$ cat src/core/mtl_pkg.sv
// Notes on behaviour
// - During a coordinated move, hold the next command until path reaches target.
// - Path distance counts quadrature counts from sequence start or last trippoint.
// - Trippoint distance is unsigned, zero to largest positive 32-bit; default zero.
// - Distance operand returns path since sequence start; valid in linear/vector mode.
// - Begin starts named axes, the sequence, or both in one command.
// - Bit seven of each axis first status word shows motion in progress.
// - Running operand reads one while moving and zero once complete.
// - Axis past reverse limit decelerates to stop; further reverse motion refused.
// - Reverse limit acts one count below programmed value, in quadrature counts.
// - Limit is signed 32-bit; most negative value disables it; disabled by default.
// - Limit query and limit operand both return the programmed limit.
// - Parameter save writes flash in about one second, then returns colon.
// - Parameter save converts legacy zero to derivative, legacy gain to proportional.
// - Save operand returns the serial number, not any save status.
// - Program save takes up to ten seconds, uninterrupted, then returns colon.
package mtl_pkg;

  localparam int           NAX           = 4;
  localparam int           STAT_RUN_BIT  = 7;
  localparam logic [31:0]  VDIST_RST     = 32'h0000_0000;
  localparam logic [31:0]  RLIM_OFF      = 32'h8000_0000;
  localparam logic [15:0]  GAIN_RST      = 16'h0000;
  // Arbitrary serial number value
  localparam logic [31:0]  SERIAL_RST    = 32'h0000_5A17;

  localparam longint       CLK_HZ        = 200000000;
  localparam longint       PSAVE_MS      = 1000;
  localparam longint       PPROG_MS      = 10000;
  localparam longint       PSAVE_CYC     = (PSAVE_MS * CLK_HZ) / 1000;
  localparam longint       PPROG_CYC     = (PPROG_MS * CLK_HZ) / 1000;

  typedef enum logic [2:0] {
    CMD_VECTOR_DISTANCE_TRIP,
    CMD_BEGIN_MOTION,
    CMD_REVERSE_SOFT_LIMIT,
    CMD_PARAMETER_SAVE,
    CMD_PROGRAM_SAVE
  } mtl_cmd_t;

  typedef enum logic [1:0] {
    QRY_VECTOR_DISTANCE,
    QRY_MOTION_RUNNING,
    QRY_REVERSE_LIMIT,
    QRY_SERIAL_NUMBER
  } mtl_qry_t;

endpackage

$ cat src/core/mtl_burn_timer.sv
module mtl_burn_timer
  import mtl_pkg::*;
(
  // Clock and reset
  input  wire logic        ref_clk_i,
  input  wire logic        rst_i,
  // Control
  input  wire logic        start_i,
  input  wire logic [31:0] len_i,
  // Status
  output logic             busy_o,
  output logic             done_o
);

  logic [31:0] cnt_r;

  always_ff @(posedge ref_clk_i or posedge rst_i) begin
    if (rst_i) begin
      cnt_r  <= 32'h0000_0000;
      busy_o <= 1'b0;
    end else if (start_i) begin
      cnt_r  <= len_i;
      busy_o <= 1'b1;
    end else if (busy_o) begin
      // A zero length still takes one cycle
      if (cnt_r <= 32'h0000_0001) begin
        busy_o <= 1'b0;
      end
      cnt_r <= cnt_r - 32'h0000_0001;
    end
  end

  always_ff @(posedge ref_clk_i or posedge rst_i) begin
    if (rst_i) begin
      done_o <= 1'b0;
    end else begin
      done_o <= busy_o && !start_i && (cnt_r <= 32'h0000_0001);
    end
  end

endmodule

$ cat src/core/mtl_rev_limit.sv
module mtl_rev_limit
  import mtl_pkg::*;
(
  // Clock and reset
  input  wire logic        ref_clk_i,
  input  wire logic        rst_i,
  // Axis state
  input  wire logic [31:0] pos_i,
  input  wire logic [31:0] lim_i,
  input  wire logic        moving_i,
  // Limit actions
  output logic             block_o,
  output logic             decel_o
);

  logic past_w;

  assign past_w = (lim_i != RLIM_OFF) && ($signed(pos_i) < $signed(lim_i));

  always_ff @(posedge ref_clk_i or posedge rst_i) begin
    if (rst_i) begin
      block_o <= 1'b0;
      decel_o <= 1'b0;
    end else begin
      block_o <= past_w;
      decel_o <= past_w && moving_i;
    end
  end
endmodule

$ cat src/core/mtl_cmd_core.sv
module mtl_cmd_core
  import mtl_pkg::*;
#(
  parameter logic [31:0] PSAVE_CYCLES = 32'(PSAVE_CYC),
  parameter logic [31:0] PPROG_CYCLES = 32'(PPROG_CYC)
) (
  // Clock and reset
  input  wire logic                    ref_clk_i,
  input  wire logic                    rst_i,
  // Command
  input  wire logic                    cmd_valid_i,
  input  wire mtl_cmd_t                cmd_code_i,
  input  wire logic [NAX-1:0]          cmd_axes_i,
  input  wire logic                    cmd_seq_i,
  input  wire logic [1:0]              cmd_axis_i,
  input  wire logic [31:0]             cmd_arg_i,
  output logic                         cmd_ready_o,
  output logic                         colon_o,
  // Operand query
  input  wire logic                    qry_valid_i,
  input  wire mtl_qry_t                qry_code_i,
  input  wire logic [1:0]              qry_axis_i,
  input  wire logic                    qry_seq_i,
  output logic                         qry_valid_o,
  output logic [31:0]                  qry_data_o,
  // Profiler
  input  wire logic [NAX-1:0]          axis_moving_i,
  input  wire logic                    seq_moving_i,
  input  wire logic                    path_count_i,
  input  wire logic                    linear_interp_mode_i,
  input  wire logic                    vector_mode_i,
  input  wire logic [NAX-1:0][31:0]    axis_pos_i,
  output logic [NAX-1:0]               axis_start_o,
  output logic                         seq_start_o,
  output logic [NAX-1:0]               axis_decel_o,
  output logic [NAX-1:0]               rev_block_o,
  output logic [NAX-1:0][7:0]          axis_status1_o,
  // Flash save
  input  wire logic [15:0]             legacy_zero_value_i,
  input  wire logic [15:0]             legacy_gain_value_i,
  output logic                         flash_write_o,
  output logic                         flash_program_o,
  output logic [15:0]                  derivative_gain_o,
  output logic [15:0]                  proportional_gain_o
);

  typedef enum logic [1:0] {ST_IDLE, ST_TRIP_WAIT, ST_SAVE} mtl_state_t;

  mtl_state_t           state_r;
  mtl_state_t           state_nxt;
  logic                 take_w;
  logic                 trip_hit_w;
  logic [31:0]          trip_target_r;
  logic [31:0]          seg_dist_r;
  logic [31:0]          total_dist_r;
  logic [NAX-1:0]       run_r;
  logic [NAX-1:0]       run_nxt;
  logic [NAX-1:0]       mov_q_r;
  logic [NAX-1:0]       begin_w;
  logic                 seq_run_r;
  logic                 seq_mov_q_r;
  logic                 seq_begin_w;
  logic [NAX-1:0][31:0] rlim_r;
  logic                 burn_start_r;
  logic [31:0]          burn_len_r;
  logic                 burn_busy_w;
  logic                 burn_done_w;
  logic                 sel_run_w;
  logic [31:0]          sel_rlim_w;

  assign take_w = cmd_valid_i && cmd_ready_o;

  assign trip_hit_w = (seg_dist_r >= trip_target_r) || !seq_run_r;

  always_comb begin
    state_nxt = state_r;
    unique case (state_r)
      ST_IDLE: begin
        if (take_w && cmd_code_i == CMD_VECTOR_DISTANCE_TRIP) begin
          state_nxt = ST_TRIP_WAIT;
        end else if (take_w && (cmd_code_i == CMD_PARAMETER_SAVE ||
                                cmd_code_i == CMD_PROGRAM_SAVE)) begin
          state_nxt = ST_SAVE;
        end
      end
      ST_TRIP_WAIT: begin
        if (trip_hit_w) begin
          state_nxt = ST_IDLE;
        end
      end
      ST_SAVE: begin
        if (burn_done_w) begin
          state_nxt = ST_IDLE;
        end
      end
    endcase
  end

  always_ff @(posedge ref_clk_i or posedge rst_i) begin
    if (rst_i) begin
      state_r     <= ST_IDLE;
      cmd_ready_o <= 1'b0;
      colon_o     <= 1'b0;
    end else begin
      state_r     <= state_nxt;
      cmd_ready_o <= (state_nxt == ST_IDLE);
      colon_o     <= burn_done_w;
    end
  end

  always_ff @(posedge ref_clk_i or posedge rst_i) begin
    if (rst_i) begin
      trip_target_r <= VDIST_RST;
    end else if (take_w && cmd_code_i == CMD_VECTOR_DISTANCE_TRIP) begin
      trip_target_r <= {1'b0, cmd_arg_i[30:0]};
    end
  end

  always_ff @(posedge ref_clk_i or posedge rst_i) begin
    if (rst_i) begin
      seg_dist_r   <= 32'h0000_0000;
      total_dist_r <= 32'h0000_0000;
    end else begin
      if (seq_start_o || (state_r == ST_TRIP_WAIT && trip_hit_w)) begin
        seg_dist_r <= {31'h0, path_count_i};
      end else if (path_count_i) begin
        seg_dist_r <= seg_dist_r + 32'h0000_0001;
      end
      if (seq_start_o) begin
        total_dist_r <= {31'h0, path_count_i};
      end else if (path_count_i) begin
        total_dist_r <= total_dist_r + 32'h0000_0001;
      end
    end
  end

  assign begin_w     = (take_w && cmd_code_i == CMD_BEGIN_MOTION) ?
                       (cmd_axes_i & ~run_r) : '0;
  assign seq_begin_w = take_w && cmd_code_i == CMD_BEGIN_MOTION &&
                       cmd_seq_i && !seq_run_r;

  // A fresh begin wins over a motion-end edge
  always_comb begin
    run_nxt = run_r;
    for (int a = 0; a < NAX; a++) begin
      if (begin_w[a]) begin
        run_nxt[a] = 1'b1;
      end else if (mov_q_r[a] && !axis_moving_i[a]) begin
        run_nxt[a] = 1'b0;
      end
    end
  end

  always_ff @(posedge ref_clk_i or posedge rst_i) begin
    if (rst_i) begin
      run_r          <= '0;
      mov_q_r        <= '0;
      axis_start_o   <= '0;
      axis_status1_o <= '0;
    end else begin
      run_r        <= run_nxt;
      mov_q_r      <= axis_moving_i;
      axis_start_o <= begin_w;
      for (int a = 0; a < NAX; a++) begin
        axis_status1_o[a]               <= 8'h00;
        axis_status1_o[a][STAT_RUN_BIT] <= run_nxt[a];
      end
    end
  end

  always_ff @(posedge ref_clk_i or posedge rst_i) begin
    if (rst_i) begin
      seq_run_r   <= 1'b0;
      seq_mov_q_r <= 1'b0;
      seq_start_o <= 1'b0;
    end else begin
      seq_mov_q_r <= seq_moving_i;
      seq_start_o <= seq_begin_w;
      if (seq_begin_w) begin
        seq_run_r <= 1'b1;
      end else if (seq_mov_q_r && !seq_moving_i) begin
        seq_run_r <= 1'b0;
      end
    end
  end

  always_ff @(posedge ref_clk_i or posedge rst_i) begin
    if (rst_i) begin
      rlim_r <= {NAX{RLIM_OFF}};
    end else if (take_w && cmd_code_i == CMD_REVERSE_SOFT_LIMIT) begin
      rlim_r[cmd_axis_i] <= cmd_arg_i;
    end
  end

  generate
    for (genvar g = 0; g < NAX; g++) begin : g_rlim
      mtl_rev_limit u_rlim (
        .ref_clk_i (ref_clk_i),
        .rst_i     (rst_i),
        .pos_i     (axis_pos_i[g]),
        .lim_i     (rlim_r[g]),
        .moving_i  (axis_moving_i[g]),
        .block_o   (rev_block_o[g]),
        .decel_o   (axis_decel_o[g])
      );
    end
  endgenerate

  always_ff @(posedge ref_clk_i or posedge rst_i) begin
    if (rst_i) begin
      burn_start_r        <= 1'b0;
      burn_len_r          <= 32'h0000_0000;
      flash_write_o       <= 1'b0;
      flash_program_o     <= 1'b0;
      derivative_gain_o   <= GAIN_RST;
      proportional_gain_o <= GAIN_RST;
    end else begin
      burn_start_r <= 1'b0;
      if (burn_done_w) begin
        flash_write_o <= 1'b0;
      end
      if (take_w && cmd_code_i == CMD_PARAMETER_SAVE) begin
        burn_start_r        <= 1'b1;
        burn_len_r          <= PSAVE_CYCLES;
        flash_write_o       <= 1'b1;
        flash_program_o     <= 1'b0;
        derivative_gain_o   <= legacy_zero_value_i;
        proportional_gain_o <= legacy_gain_value_i;
      end else if (take_w && cmd_code_i == CMD_PROGRAM_SAVE) begin
        burn_start_r    <= 1'b1;
        burn_len_r      <= PPROG_CYCLES;
        flash_write_o   <= 1'b1;
        flash_program_o <= 1'b1;
      end
    end
  end

  mtl_burn_timer u_burn (
    .ref_clk_i (ref_clk_i),
    .rst_i     (rst_i),
    .start_i   (burn_start_r),
    .len_i     (burn_len_r),
    .busy_o    (burn_busy_w),
    .done_o    (burn_done_w)
  );

  assign sel_run_w  = qry_seq_i ? seq_run_r : run_r[qry_axis_i];
  assign sel_rlim_w = rlim_r[qry_axis_i];

  always_ff @(posedge ref_clk_i or posedge rst_i) begin
    if (rst_i) begin
      qry_valid_o <= 1'b0;
      qry_data_o  <= 32'h0000_0000;
    end else begin
      qry_valid_o <= qry_valid_i;
      if (qry_valid_i) begin
        unique case (qry_code_i)
          QRY_VECTOR_DISTANCE:
            qry_data_o <= (linear_interp_mode_i || vector_mode_i) ?
                          total_dist_r : 32'h0000_0000;
          QRY_MOTION_RUNNING: qry_data_o <= {31'h0, sel_run_w};
          QRY_REVERSE_LIMIT:  qry_data_o <= sel_rlim_w;
          QRY_SERIAL_NUMBER:  qry_data_o <= SERIAL_RST;
        endcase
      end
    end
  end
endmodule

$ cat config.mk
export PLATFORM = sky130hd
export DESIGN_NAME = mtl_cmd_core
export DESIGN_NICKNAME = d
export VERILOG_FILES = /design/src/core/mtl_pkg.sv /design/src/core/mtl_burn_timer.sv /design/src/core/mtl_rev_limit.sv /design/src/core/mtl_cmd_core.sv
export SDC_FILE = /design/constraint.sdc
export NUM_CORES = 1
export LEC_CHECK = 0
export ABC_CLOCK_PERIOD_IN_PS = 11630
export BUFFER_PORTS_ARGS = -buffer_cell sky130_fd_sc_hd__buf_2
export CELL_PAD_IN_SITES_DETAIL_PLACEMENT = 0
export CELL_PAD_IN_SITES_GLOBAL_PLACEMENT = 1
export CORE_ASPECT_RATIO = 1.2
export CORE_MARGIN = 1.5
export CORE_UTILIZATION = 41
export CTS_BUF_LIST = sky130_fd_sc_hd__clkbuf_2 sky130_fd_sc_hd__clkbuf_4 sky130_fd_sc_hd__clkbuf_8
export DETAILED_ROUTE_END_ITERATION = 16
export HOLD_SLACK_MARGIN = 0.03
export PLACE_DENSITY = 0.9
export SKIP_LAST_GASP = 1
export SYNTH_ARGS = -nofsm -noshare
export SYNTH_HDL_FRONTEND = slang
export SYNTH_SLANG_ARGS = --single-unit
export TNS_END_PERCENT = 1
$ cat constraint.sdc
create_clock -name ref_clk_i -period 11.63 [get_ports ref_clk_i]
set_clock_uncertainty 0.05 [all_clocks]
set_input_delay 1.163 -clock ref_clk_i [delete_from_list [all_inputs] [get_ports ref_clk_i]]
set_output_delay 1.163 -clock ref_clk_i [all_outputs]
set_load 0.02 [all_outputs]
==> run summary, run 1 <==
Startpoint Class: primary input
Die area: 0.04852 sq mm
Antenna-violating nets left: 0
# fillers: 4366
Final global-route overflow total: 0
FF/Latch Area: 0.008864 sq mm
Hold Fails Final Rpt: 0
Slew margin rel.: 26.31%
Max frequency: 312.7 MHz
Crit path required time: 12.13 ns
Core area: 0.04681 sq mm
Core Rows: 87
H-tree depth: 2
Slowest cell on the critical path: o21ai_0
Pre-antenna DRT Iters: 5
Vias: 15836
Number of nets in the final layout: 2630
Worst Tran Pin Value: 1.105 ns
Distinct cells, synth: 66
Final min period: 3.198 ns
Worst R2R Start: rlim_r[33]
CTS Buf Count: 59
Total clock sinks: 354
Hold Crit Class: flop to flop
Worst Reg-to-Reg Cells: 8
Critical path peak fanout: 2
CP top delay family: compound AO/OA/AOI/OAI gates
Post-cts sizing count: 0
HPWL Detailed: 44.45 mm
Pwr Density: 121.5 mW/mm^2
RSZ-0062 raised after global routing: no
DRC viols: 0
Top Ports: 333
Fin Setup TNS: 0 ns
EDFF count, synth: 0
Overall routing resource usage: 23.25%
Layout cells sized above 1: 24.11%
Clock root buffer: clkbuf_8
CP peak stage delay: 0.80 ns
Routability congestion estimate: 1.008
First-pass GRT wire length: 87.82 mm
CTS tree: done
Detailed-route wire length: 57.23 mm
R2R setup slack: 8.56 ns
Ys async rst share: 100.0%
Post-synth top area share: 45.25%
MaxCap Viol Count: 0
Hold_buf cts: 0
DR vias/cell: 5.408
Clock Path Buffers: 3
Peak VDD IR: 0.08101 mV
WHS Endpoint: colon_o
Yosys reg bits: 354
Post-CTS setup buffer count: 0
WHS Path Cells: 0
Critical path arrival: 3.70 ns
Pleak: 11.42 nW
Status: finished, final reports clean
Crit end category: flop
Mapped Area: 0.01935 sq mm
R2r endpoint: g_rlim[1].u_rlim.decel_o
Area of the multi-input gates: 0.009448 sq mm
Initial DRC count: 1133
Slew Limit Fails: 0
Synth area leader: dfrtp_1
Area Overhead vs Synth: 17.21%
IO Port Bufs: 304
Die Y-Extent: 241 microns
WL/cell: 19.55 microns
Critical path type: primary input to flop
Largest net degree at the start of global routing: 121
CTS clk-pin slew, worst paths: 0.06 ns
Mean Syn Cell Area: 9.935 sq um
Die width: 201.3 microns
Ys Warns: 0
Power Total: 2.755 mW
Synth top area cells: dfrtp_1 (45%), ha_1 (10%), o21ai_0 (4.3%)
Top FF cell, synth: dfrtp_1
Skew-Pair Late Insertion Delay: 0.66 ns
Synthesized instance count: 1948
Initial Util: 41.35%
Final period utilization: 27.50%
Crit-path cells: buf_2 -> ha_1 -> a211oi_1 -> nor3b_1 -> o21ai_0 -> a31oi_1 -> or4b_2 -> a21boi_0
Worst Path Buf+Inv: 1
Sequential-to-total area share from yosys stat: 45.80%
# setup viols final: 0
Antenna violations before repair: 18
Min-Delay Startpoint: u_burn.done_o
Vias in the first global route: 15974
## routing by layer
metal,track usage (%),vias to the layer above,wire [microns]
met3,4.861,166,3755
met2,38.75,543,27520
met5,0,-,125
met4,13.50,22,3318
met1,28.00,7728,22510
li1,-,7377,-
## flip-flops by register name, indices dropped and copies added (netlist names), 2 cells and up
name                   flops
burn_len_r                 3
rlim_r                   128
axis_start_o               4
trip_target_r             31
u_burn.cnt_r              32
seg_dist_r                32
qry_data_o                32
g_rlim.u_rlim.decel_o      4
run_r                      3
state_r                    2
mov_q_r                    4
derivative_gain_o         16
proportional_gain_o       16
total_dist_r              32
g_rlim.u_rlim.block_o      4
## how the worst max path moves through the flow
stage                     cells after the start  slack, ns           start                  endpoint
after global routing                          8       8.40  axis_pos_i[33]  g_rlim[1].u_rlim.decel_o
after global placement                        8       7.79  axis_pos_i[33]  g_rlim[1].u_rlim.decel_o
after floorplan                               1       0.60           rst_i           axis_start_o[0]
final                                         8       8.43  axis_pos_i[33]  g_rlim[1].u_rlim.decel_o
after detailed placement                      8       7.76  axis_pos_i[33]  g_rlim[1].u_rlim.decel_o
after CTS                                     8       8.44  axis_pos_i[33]  g_rlim[1].u_rlim.decel_o
## power by group
group	internal (mW)	switching (mW)	leakage, nW	total [mW]
registers	1.27	0.0396	4.18	1.31
logic	0.100	0.161	6.55	0.262
clock network	0.676	0.508	0.694	1.18
## area by class of cell
class	count	area share [%]
multi-input cells	1344	41.65
flip-flops and latches	354	39.07
repair buffers	318	7.170
clock buffers	105	5.571
well taps	623	3.436
inverters	173	2.896
clock inverters	4	0.1269
diodes	7	0.07722
## per-stage QoR
step | cells | setup WS [ns] | instance area [sq um] | util (%) | hold WS (ns)
floorplan | 1975 | 0.6034 | 19450 | - | 0.3247
global placement | 2812 | 7.793 | 21370 | 45.66 | 0.4122
detailed placement | 2812 | 7.762 | 21370 | 45.66 | 0.4078
CTS | 2921 | 8.440 | 22670 | 48.43 | 0.4244
global route | 2928 | 8.401 | 22680 | 48.46 | 0.4227
finish | 2928 | 8.432 | 22680 | 48.46 | 0.4112
## worst register-to-register path: stages, from the launching register on
cell      delay (ns)
dfrtp_1         0.41
inv_1           0.12
ha_1            0.24
a211oi_1        0.22
nor3b_1         0.08
o21ai_0         0.80
a31oi_1         0.21
or4b_2          0.65
a21boi_0        0.20
## logic make-up after synthesis
kind of cell / count (synthesis) / share of synthesized area, %
adder cells (fa/ha/maj): 161 / 10.41
other: 1 / 0.01938
flip-flops: 354 / 45.80
XOR/XNOR: 81 / 3.666
multiplexers: 104 / 7.958
buffers and inverters: 277 / 6.071
AND/OR/NAND/NOR: 578 / 14.35
AO/OA/AOI/OAI: 392 / 11.73
## cell usage in the layout (no fill, tap or decap), drive strengths merged, types with 32 or more instances in the layout
cell type,instances
buf,318
a21oi,105
xnor2,36
dfrtp,350
nand4,41
mux2,69
nand3,32
ha,161
o21ai,166
clkbuf,105
xor2,45
nand2,201
inv,174
nor4,47
mux4,33
nor2,156
## synthesized netlist by cell type, types with 6 or more instances
| cell | n |
|---|---|
| nand3_1 | 32 |
| a21o_1 | 30 |
| o211ai_1 | 7 |
| inv_1 | 173 |
| nor3_1 | 17 |
| buf_1 | 9 |
| mux2_2 | 69 |
| xor2_1 | 45 |
| or3_1 | 15 |
| mux4_2 | 33 |
| nor3b_1 | 8 |
| nand2b_1 | 12 |
| buf_4 | 36 |
| nor4_1 | 45 |
| xnor2_1 | 36 |
| a22oi_1 | 28 |
| a21oi_1 | 105 |
| o31ai_1 | 6 |
| ha_1 | 161 |
| and4_1 | 8 |
| and3_1 | 7 |
| nand4_1 | 41 |
| nand2_1 | 200 |
| dfrtp_1 | 350 |
| a31oi_1 | 14 |
| nor2_1 | 156 |
| clkbuf_1 | 59 |
| nor2b_1 | 9 |
| o21ai_0 | 166 |
Power figures use the tool's default switching activity.
==> run 2: changes to the inputs <==
--- a/config.mk
+++ b/config.mk
@@ -5,7 +5,7 @@
 export SDC_FILE = /design/constraint.sdc
 export NUM_CORES = 1
 export LEC_CHECK = 0
-export ABC_CLOCK_PERIOD_IN_PS = 11630
+export ABC_CLOCK_PERIOD_IN_PS = 2700
 export BUFFER_PORTS_ARGS = -buffer_cell sky130_fd_sc_hd__buf_2
 export CELL_PAD_IN_SITES_DETAIL_PLACEMENT = 0
 export CELL_PAD_IN_SITES_GLOBAL_PLACEMENT = 1
==> constraint.sdc (replaced) <==
create_clock -name ref_clk_i -period 2.7 [get_ports ref_clk_i]
set_clock_uncertainty 0.05 [all_clocks]
set_input_delay 0.27 -clock ref_clk_i [delete_from_list [all_inputs] [get_ports ref_clk_i]]
set_output_delay 0.27 -clock ref_clk_i [all_outputs]
set_load 0.02 [all_outputs]
==> run 2 against run 1 <==
- first-iteration DRC count shrank 26%
- die area is the same
- count of clock-buffer cells in the layout shrank 12
- total power grew to 4.3 times the previous value
- non-clock buffer count grew 126
- flip-flop and latch count is the same
- register-to-register slack lost 8.5 ns
- largest power group unchanged
- clock power grew to 4.3 times the previous value
- combinational power grew to 4.9 times the previous value
- sequential share of layout area shrank 2.0 points
- largest cell class unchanged
==> run summary, run 2 (synthesized netlist as in run 1, its figures left out) <==
Status: finished, final reports clean (unchanged)
Core area: 0.04681 sq mm (unchanged)
IO Port Bufs: 304 (unchanged)
Startpoint Class: flop (was primary input)
Clock Path Buffers: 3 (unchanged)
FF/Latch Area: 0.008864 sq mm (unchanged)
Routability congestion estimate: 0.9596 (was 1.008)
CP endpoint: g_rlim[1].u_rlim.decel_o (unchanged)
Core Rows: 87 (unchanged)
Vias: 16349 (was 15836)
Critical path arrival: 3.13 ns (was 3.70 ns)
Max FFs per register: 128 (unchanged)
Die Y-Extent: 241 microns (unchanged)
Fin Setup TNS: 0 ns (unchanged)
Crit end category: flop (unchanged)
Util after Layout: 51.08% (was 48.46%)
Critical path type: flop to flop (was primary input to flop)
# fillers: 4180 (was 4366)
Worst Tran Pin Value: 0.9892 ns (was 1.105 ns)
DRC viols: 0 (unchanged)
Final min period: 2.622 ns
Max frequency: 381.3 MHz
Worst setup path start: rlim_r[37] (was axis_pos_i[33])
Peak VDD IR: 0.3949 mV (was 0.08101 mV)
Placed insts: 2854 (was 2812)
CTS tree: done (unchanged)
WL/cell: 19.45 microns (was 19.55 microns)
Final global-route overflow total: 0 (unchanged)
Top Ports: 333 (unchanged)
Most frequent cells in the layout: dfrtp_1 (350), buf_2 (304), nand2_1 (200), inv_1 (172), o21ai_0 (166) (unchanged)
Initial Util: 41.35% (unchanged)
Hold Crit Class: primary input to flop (was flop to flop)
Worst Reg-to-Reg Cells: 10 (was 8)
Skew-Pair Late Insertion Delay: 0.65 ns (was 0.66 ns)
Die width: 201.3 microns (unchanged)
Post-CTS setup buffer count: 0 (unchanged)
DR vias/cell: 5.378 (was 5.408)
Final worst slack: 0.07759 ns (was 8.432 ns)
Slew margin rel.: 34.05% (was 26.31%)
First-pass GRT wire length: 90.51 mm (was 87.82 mm)
Die area: 0.04852 sq mm (unchanged)
MaxCap Viol Count: 0 (unchanged)
Critical path peak fanout: 3 (was 2)
R2R setup slack: 0.08 ns (was 8.56 ns)
Worst R2R Start: rlim_r[37] (was rlim_r[33])
Initial DRC count: 843 (was 1133)
Fin cells: 3040 (was 2928)
R2r endpoint: g_rlim[1].u_rlim.decel_o (unchanged)
H-tree depth: 2 (unchanged)
CTS Buf Count: 57 (was 59)
# setup viols final: 0 (unchanged)
HPWL Detailed: 45.78 mm (was 44.45 mm)
Placement Setup Slack: 0.03100 ns (was 7.762 ns)
Area of the multi-input gates: 0.009462 sq mm (was 0.009448 sq mm)
Detailed-route wire length: 59.12 mm (was 57.23 mm)
RSZ-0062 raised after global routing: yes (was no)
Final period utilization: 97.13%
Crit path required time: 3.21 ns (was 12.13 ns)
Pleak: 11.97 nW (was 11.42 nW)
Vias in the first global route: 16411 (was 15974)
Pwr Density: 500.0 mW/mm^2 (was 121.5 mW/mm^2)
Most common cell after layout, fill and taps aside: dfrtp_1 (unchanged)
Pre-antenna DRT Iters: 5 (unchanged)
Slew Limit Fails: 0 (unchanged)
Antenna-violating nets left: 0 (unchanged)
Total clock sinks: 354 (unchanged)
Area Overhead vs Synth: 23.54% (was 17.21%)
Most flop-heavy register: rlim_r (unchanged)
Overall routing resource usage: 24.06% (was 23.25%)
CTS clk-pin slew, worst paths: 0.06 ns (about the same)
Clock root buffer: clkbuf_8 (unchanged)
Power Total: 11.95 mW (was 2.755 mW)
Hold Fails Final Rpt: 0 (unchanged)
Largest net degree at the start of global routing: 100 (was 121)
Number of nets in the final layout: 2754 (was 2630)
Layout cells sized above 1: 24.33% (was 24.11%)
Antenna violations before repair: 5 (was 18)
## run 2: cell types whose count changed in the layout (fill, tap and decap cells not counted), moves of 2 or more
cell,delta
clkbuf_8,-3
buf_4,+32
buf_12,+10
dlygate4sd3_1,+84
inv_8,-2
clkbuf_4,-9
bufinv_16,+2
diode_2,-3
## run 2: timing repair
action / CTS / global route
endpoints found under the hold margin: 340 / 0
endpoints found under the setup margin: 0 / 6
resized for setup: 0 / 4
hold buffers: 84 / 0
## run 2: worst max-delay path, stage by stage, from the launching register on
cell and delay, ns:
dfrtp_1 0.43, inv_1 0.08, ha_1 0.29, a21o_1 0.17, nand3_1 0.08, a21oi_1 0.07, o21bai_1 0.27, a31oi_1 0.13
buf_4 0.17, or4b_2 0.63, a21boi_1 0.17
## run 2: worst min-delay path by stage
stage / startpoint / end / cells past startpoint
floorplan: axis_moving_i[0] / mov_q_r[0] / 0
global placement: rst_i / rlim_r[61] / 2
detailed placement: rst_i / rlim_r[92] / 2
CTS: axis_pos_i[127] / g_rlim[3].u_rlim.block_o / 4
global route: axis_pos_i[127] / g_rlim[3].u_rlim.block_o / 4
finish: cmd_axis_i[1] / rlim_r[84] / 4
## run 2: area by class of cell
class                           count  area share (%)
Antenna cell                        4         0.04187
Sequential cell                   354           37.07
Inverter                          173           2.732
Tap cell                          623           3.260
Clock inverter                      5          0.3297
Timing Repair Buffer              444           12.16
Multi-Input combinational cell   1344           39.57
Clock buffer                       93           4.830
## run 2: routing by layer
metal	GRT usage, %	part of all wire, %	vias up
li1	-	-	7625
met1	29.94	40	7993
met2	40.47	49	568
met3	3.389	5.5	159
met4	13.48	5.5	4
met5	0	0.037	-
## run 2: per-stage QoR
step | hold WS (ns) | instance area (sq um)
finish | 0.07483 | 23910
global route | 0.1114 | 23910
CTS | 0.03755 | 23890
detailed placement | 0.2859 | 21810
global placement | 0.2868 | 21810
floorplan | 0.2514 | 19460
## run 2: where the power goes
group / switching (mW) / internal, mW
clock network: 2.16 / 2.87
registers: 0.170 / 5.47
logic: 0.749 / 0.542
==> run 3: changes to the inputs <==
--- a/config.mk
+++ b/config.mk
@@ -5,7 +5,7 @@
 export SDC_FILE = /design/constraint.sdc
 export NUM_CORES = 1
 export LEC_CHECK = 0
-export ABC_CLOCK_PERIOD_IN_PS = 2700
+export ABC_CLOCK_PERIOD_IN_PS = 2200
 export BUFFER_PORTS_ARGS = -buffer_cell sky130_fd_sc_hd__buf_2
 export CELL_PAD_IN_SITES_DETAIL_PLACEMENT = 0
 export CELL_PAD_IN_SITES_GLOBAL_PLACEMENT = 1
==> constraint.sdc (replaced) <==
create_clock -name ref_clk_i -period 2.2 [get_ports ref_clk_i]
set_clock_uncertainty 0.05 [all_clocks]
set_input_delay 0.22 -clock ref_clk_i [delete_from_list [all_inputs] [get_ports ref_clk_i]]
set_output_delay 0.22 -clock ref_clk_i [all_outputs]
set_load 0.02 [all_outputs]
==> run 3 against run 2 <==
- the run now ends with setup timing left
- wire length up 5.1%
- flip-flop and latch count unchanged
- non-clock buffer count grew 203
- register-to-register slack lost 0.39 ns
- worst hold slack better by 0.036 ns
- total power rose by 26%
- final cell count increased by 7.0%
- count of clock-buffer cells in the layout rose by 10
- critical path depth down 3
==> run summary, run 3 (synthesized netlist as in run 1, its figures left out) <==
Max frequency: 397.5 MHz (was 381.3 MHz)
Core area: 0.04681 sq mm (unchanged)
CTS Buf Count: 60 (was 57)
H-tree depth: 2 (unchanged)
Top Ports: 333 (unchanged)
Slowest cell on the critical path: or4b_4 (was or4b_2)
GR peak layer: met2 (unchanged)
Critical path peak fanout: 6 (was 3)
Pleak: 12.99 nW (was 11.97 nW)
Worst Path Buf+Inv: 0 (was 2)
# fillers: 4067 (was 4180)
Met1 Use GR: 30.00% (was 29.94%)
Vias in the first global route: 17491 (was 16411)
Final period utilization: 114.4% (was 97.13%)
Met2 usage: 43.78% (was 40.47%)
Total clock sinks: 354 (unchanged)
Area Overhead vs Synth: 32.53% (was 23.54%)
Clock share of power: 42.3% (was 42.0%)
Max FFs per register: 128 (unchanged)
Antenna violations before repair: 4 (was 5)
Most common cell after layout, fill and taps aside: dfrtp_1 (unchanged)
Most frequent cells in the layout: dfrtp_1 (350), buf_2 (304), buf_4 (249), nand2_1 (199), inv_1 (169) (was dfrtp_1 (350), buf_2 (304), nand2_1 (200), inv_1 (172), o21ai_0 (166))
Met3 usage: 4.010% (was 3.389%)
Hold slack final: 0.1111 ns (was 0.07483 ns)
Clock root buffer: clkbuf_8 (unchanged)
Pre-antenna DRT Iters: 5 (unchanged)
Final global-route overflow total: 0 (unchanged)
Critical path type: flop to flop (unchanged)
RSZ-0062 raised after global routing: yes (unchanged)
Internal power: 11.09 mW (was 8.876 mW)
CP peak stage delay: 0.55 ns (was 0.63 ns)
Slew margin rel.: 45.60% (was 34.05%)
Clock Path Buffers: 3 (unchanged)
Power Total: 15.02 mW (was 11.95 mW)
Hold Fails Final Rpt: 0 (unchanged)
Crit-path cells: or4_4 -> or4b_4 -> nor3b_4 -> nand2_4 -> nor4_4 -> xnor2_1 -> a21oi_1 (was inv_1 -> ha_1 -> a21o_1 -> nand3_1 -> a21oi_1 -> o21bai_1 -> a31oi_1 -> buf_4 -> or4b_2 -> a21boi_1)
Final min period: 2.516 ns (was 2.622 ns)
Largest net degree at the start of global routing: 147 (was 100)
Critical path arrival: 2.99 ns (was 3.13 ns)
DRC viols: 0 (unchanged)
CTS clk-pin slew, worst paths: 0.06 ns (about the same)
IO Port Bufs: 304 (unchanged)
Overall routing resource usage: 25.06% (was 24.06%)
Crit end category: flop (unchanged)
Routability congestion estimate: 0.9441 (was 0.9596)
Skew-Pair Late Insertion Delay: 0.67 ns (was 0.65 ns)
Fin cells: 3253 (was 3040)
Initial DRC count: 1052 (was 843)
Antenna-violating nets left: 0 (unchanged)
Detailed-route wire length: 62.16 mm (was 59.12 mm)
DR vias/cell: 5.307 (was 5.378)
Peak VDD IR: 0.4923 mV (was 0.3949 mV)
Pwr Density: 585.6 mW/mm^2 (was 500.0 mW/mm^2)
Util after Layout: 54.80% (was 51.08%)
CP top delay family: simple AND/OR/NAND/NOR gates (was compound AO/OA/AOI/OAI gates)
Placement Setup Slack: -0.5251 ns (was 0.03100 ns)
Final Instance Area: 0.02565 sq mm (was 0.02391 sq mm)
DP Area: 0.02325 sq mm (was 0.02181 sq mm)
Worst Tran Pin Value: 0.8161 ns (was 0.9892 ns)
CTS tree: done (unchanged)
Placed insts: 3049 (was 2854)
# setup viols final: 66 (was 0)
Number of nets in the final layout: 2960 (was 2754)
Crit path required time: 2.68 ns (was 3.21 ns)
Startpoint Class: flop (unchanged)
Most flop-heavy register: rlim_r (unchanged)
Core Rows: 87 (unchanged)
Fin Setup TNS: -11.95 ns (was 0 ns)
Die area: 0.04852 sq mm (unchanged)
Slew Limit Fails: 0 (unchanged)
P_sw: 3.929 mW (was 3.078 mW)
Sw Share: 26.16% (was 25.75%)
WL/cell: 19.11 microns (was 19.45 microns)
Sequential Power Share: 45.8% (was 47.2%)
Hold Crit Class: primary input to flop (unchanged)
Die Y-Extent: 241 microns (unchanged)
Status: finished with violations (was finished, final reports clean)
Final worst slack: -0.3158 ns (was 0.07759 ns)
First-pass GRT wire length: 94.52 mm (was 90.51 mm)
MaxCap Viol Count: 0 (unchanged)
Die width: 201.3 microns (unchanged)
Gate power share: 11.8% (was 10.8%)
HPWL Detailed: 47.37 mm (was 45.78 mm)
Vias: 17263 (was 16349)
Initial Util: 41.35% (unchanged)
Layout cells sized above 1: 31.37% (was 24.33%)
Failing checks: setup timing
run 3: changes by cell type in the layout (fill, tap and decap cells not counted), moves of 3 or more:
cell / previous run / this run
a21oi_1: 105 / 101
a21oi_2: 0 / 3
buf_4: 46 / 249
clkbuf_4: 20 / 24
clkbuf_8: 73 / 79
ha_1: 161 / 156
ha_4: 0 / 5
inv_1: 172 / 169
inv_2: 0 / 3
o21ai_0: 166 / 162
run 3: power by group through the flow:
stage / Sequential, mW / Combinational [mW] / Clock (mW)
after floorplan: 7.06 / 0.807 / 0
after detailed placement: 6.99 / 1.63 / 0
after global placement: 6.98 / 1.57 / 0
final: 6.88 / 1.78 / 6.36
after global routing: 6.90 / 1.96 / 6.75
after CTS: 6.88 / 1.77 / 6.47
run 3: final timing paths:
check	from	end	slack [ns]	cells after the start
max in group asynchronous	rst_i	seq_mov_q_r	1.16	4
min in group asynchronous	rst_i	rlim_r[119]	0.17	4
setup / recovery	u_burn.cnt_r[3]	u_burn.cnt_r[28]	-0.32	7
hold reg to reg	u_burn.done_o	colon_o	0.38	0
hold / removal	qry_seq_i	qry_data_o[0]	0.11	4
setup reg to reg	u_burn.cnt_r[3]	u_burn.cnt_r[28]	-0.32	7
run 3: worst reg2reg max path: cells and delay by family, from the launching register on:
kind | cells | cell delay (ns)
simple gates | 5 | 1.65
compound gates | 1 | 0.12
xor+xnor | 1 | 0.19
flops | 1 | 0.37
run 3: area by class of cell:
cell class / instances / area (sq um) / area share, %
Inverter: 173 / 653.1 / 2.546
Clock buffer: 103 / 1267 / 4.941
Clock inverter: 6 / 42.54 / 0.1659
Tap cell: 623 / 779.5 / 3.039
Sequential cell: 354 / 8864 / 34.56
Antenna cell: 3 / 7.507 / 0.02927
Timing Repair Buffer: 647 / 4412 / 17.20
Multi-Input combinational cell: 1344 / 9624 / 37.52
run 3: what timing repair did:
action	CTS	global route
buffers inserted	0	6
setup endpoints to repair	67	90
hold buffers	86	0
endpoints found under the hold margin	597	0
pin swaps	3	20
gates resized for setup	8	30
run 3: routing by layer:
layer,wire [microns],up-vias
met5,28,-
met4,3028,4
met3,3437,170
met2,31260,621
met1,24400,8426
li1,-,8042
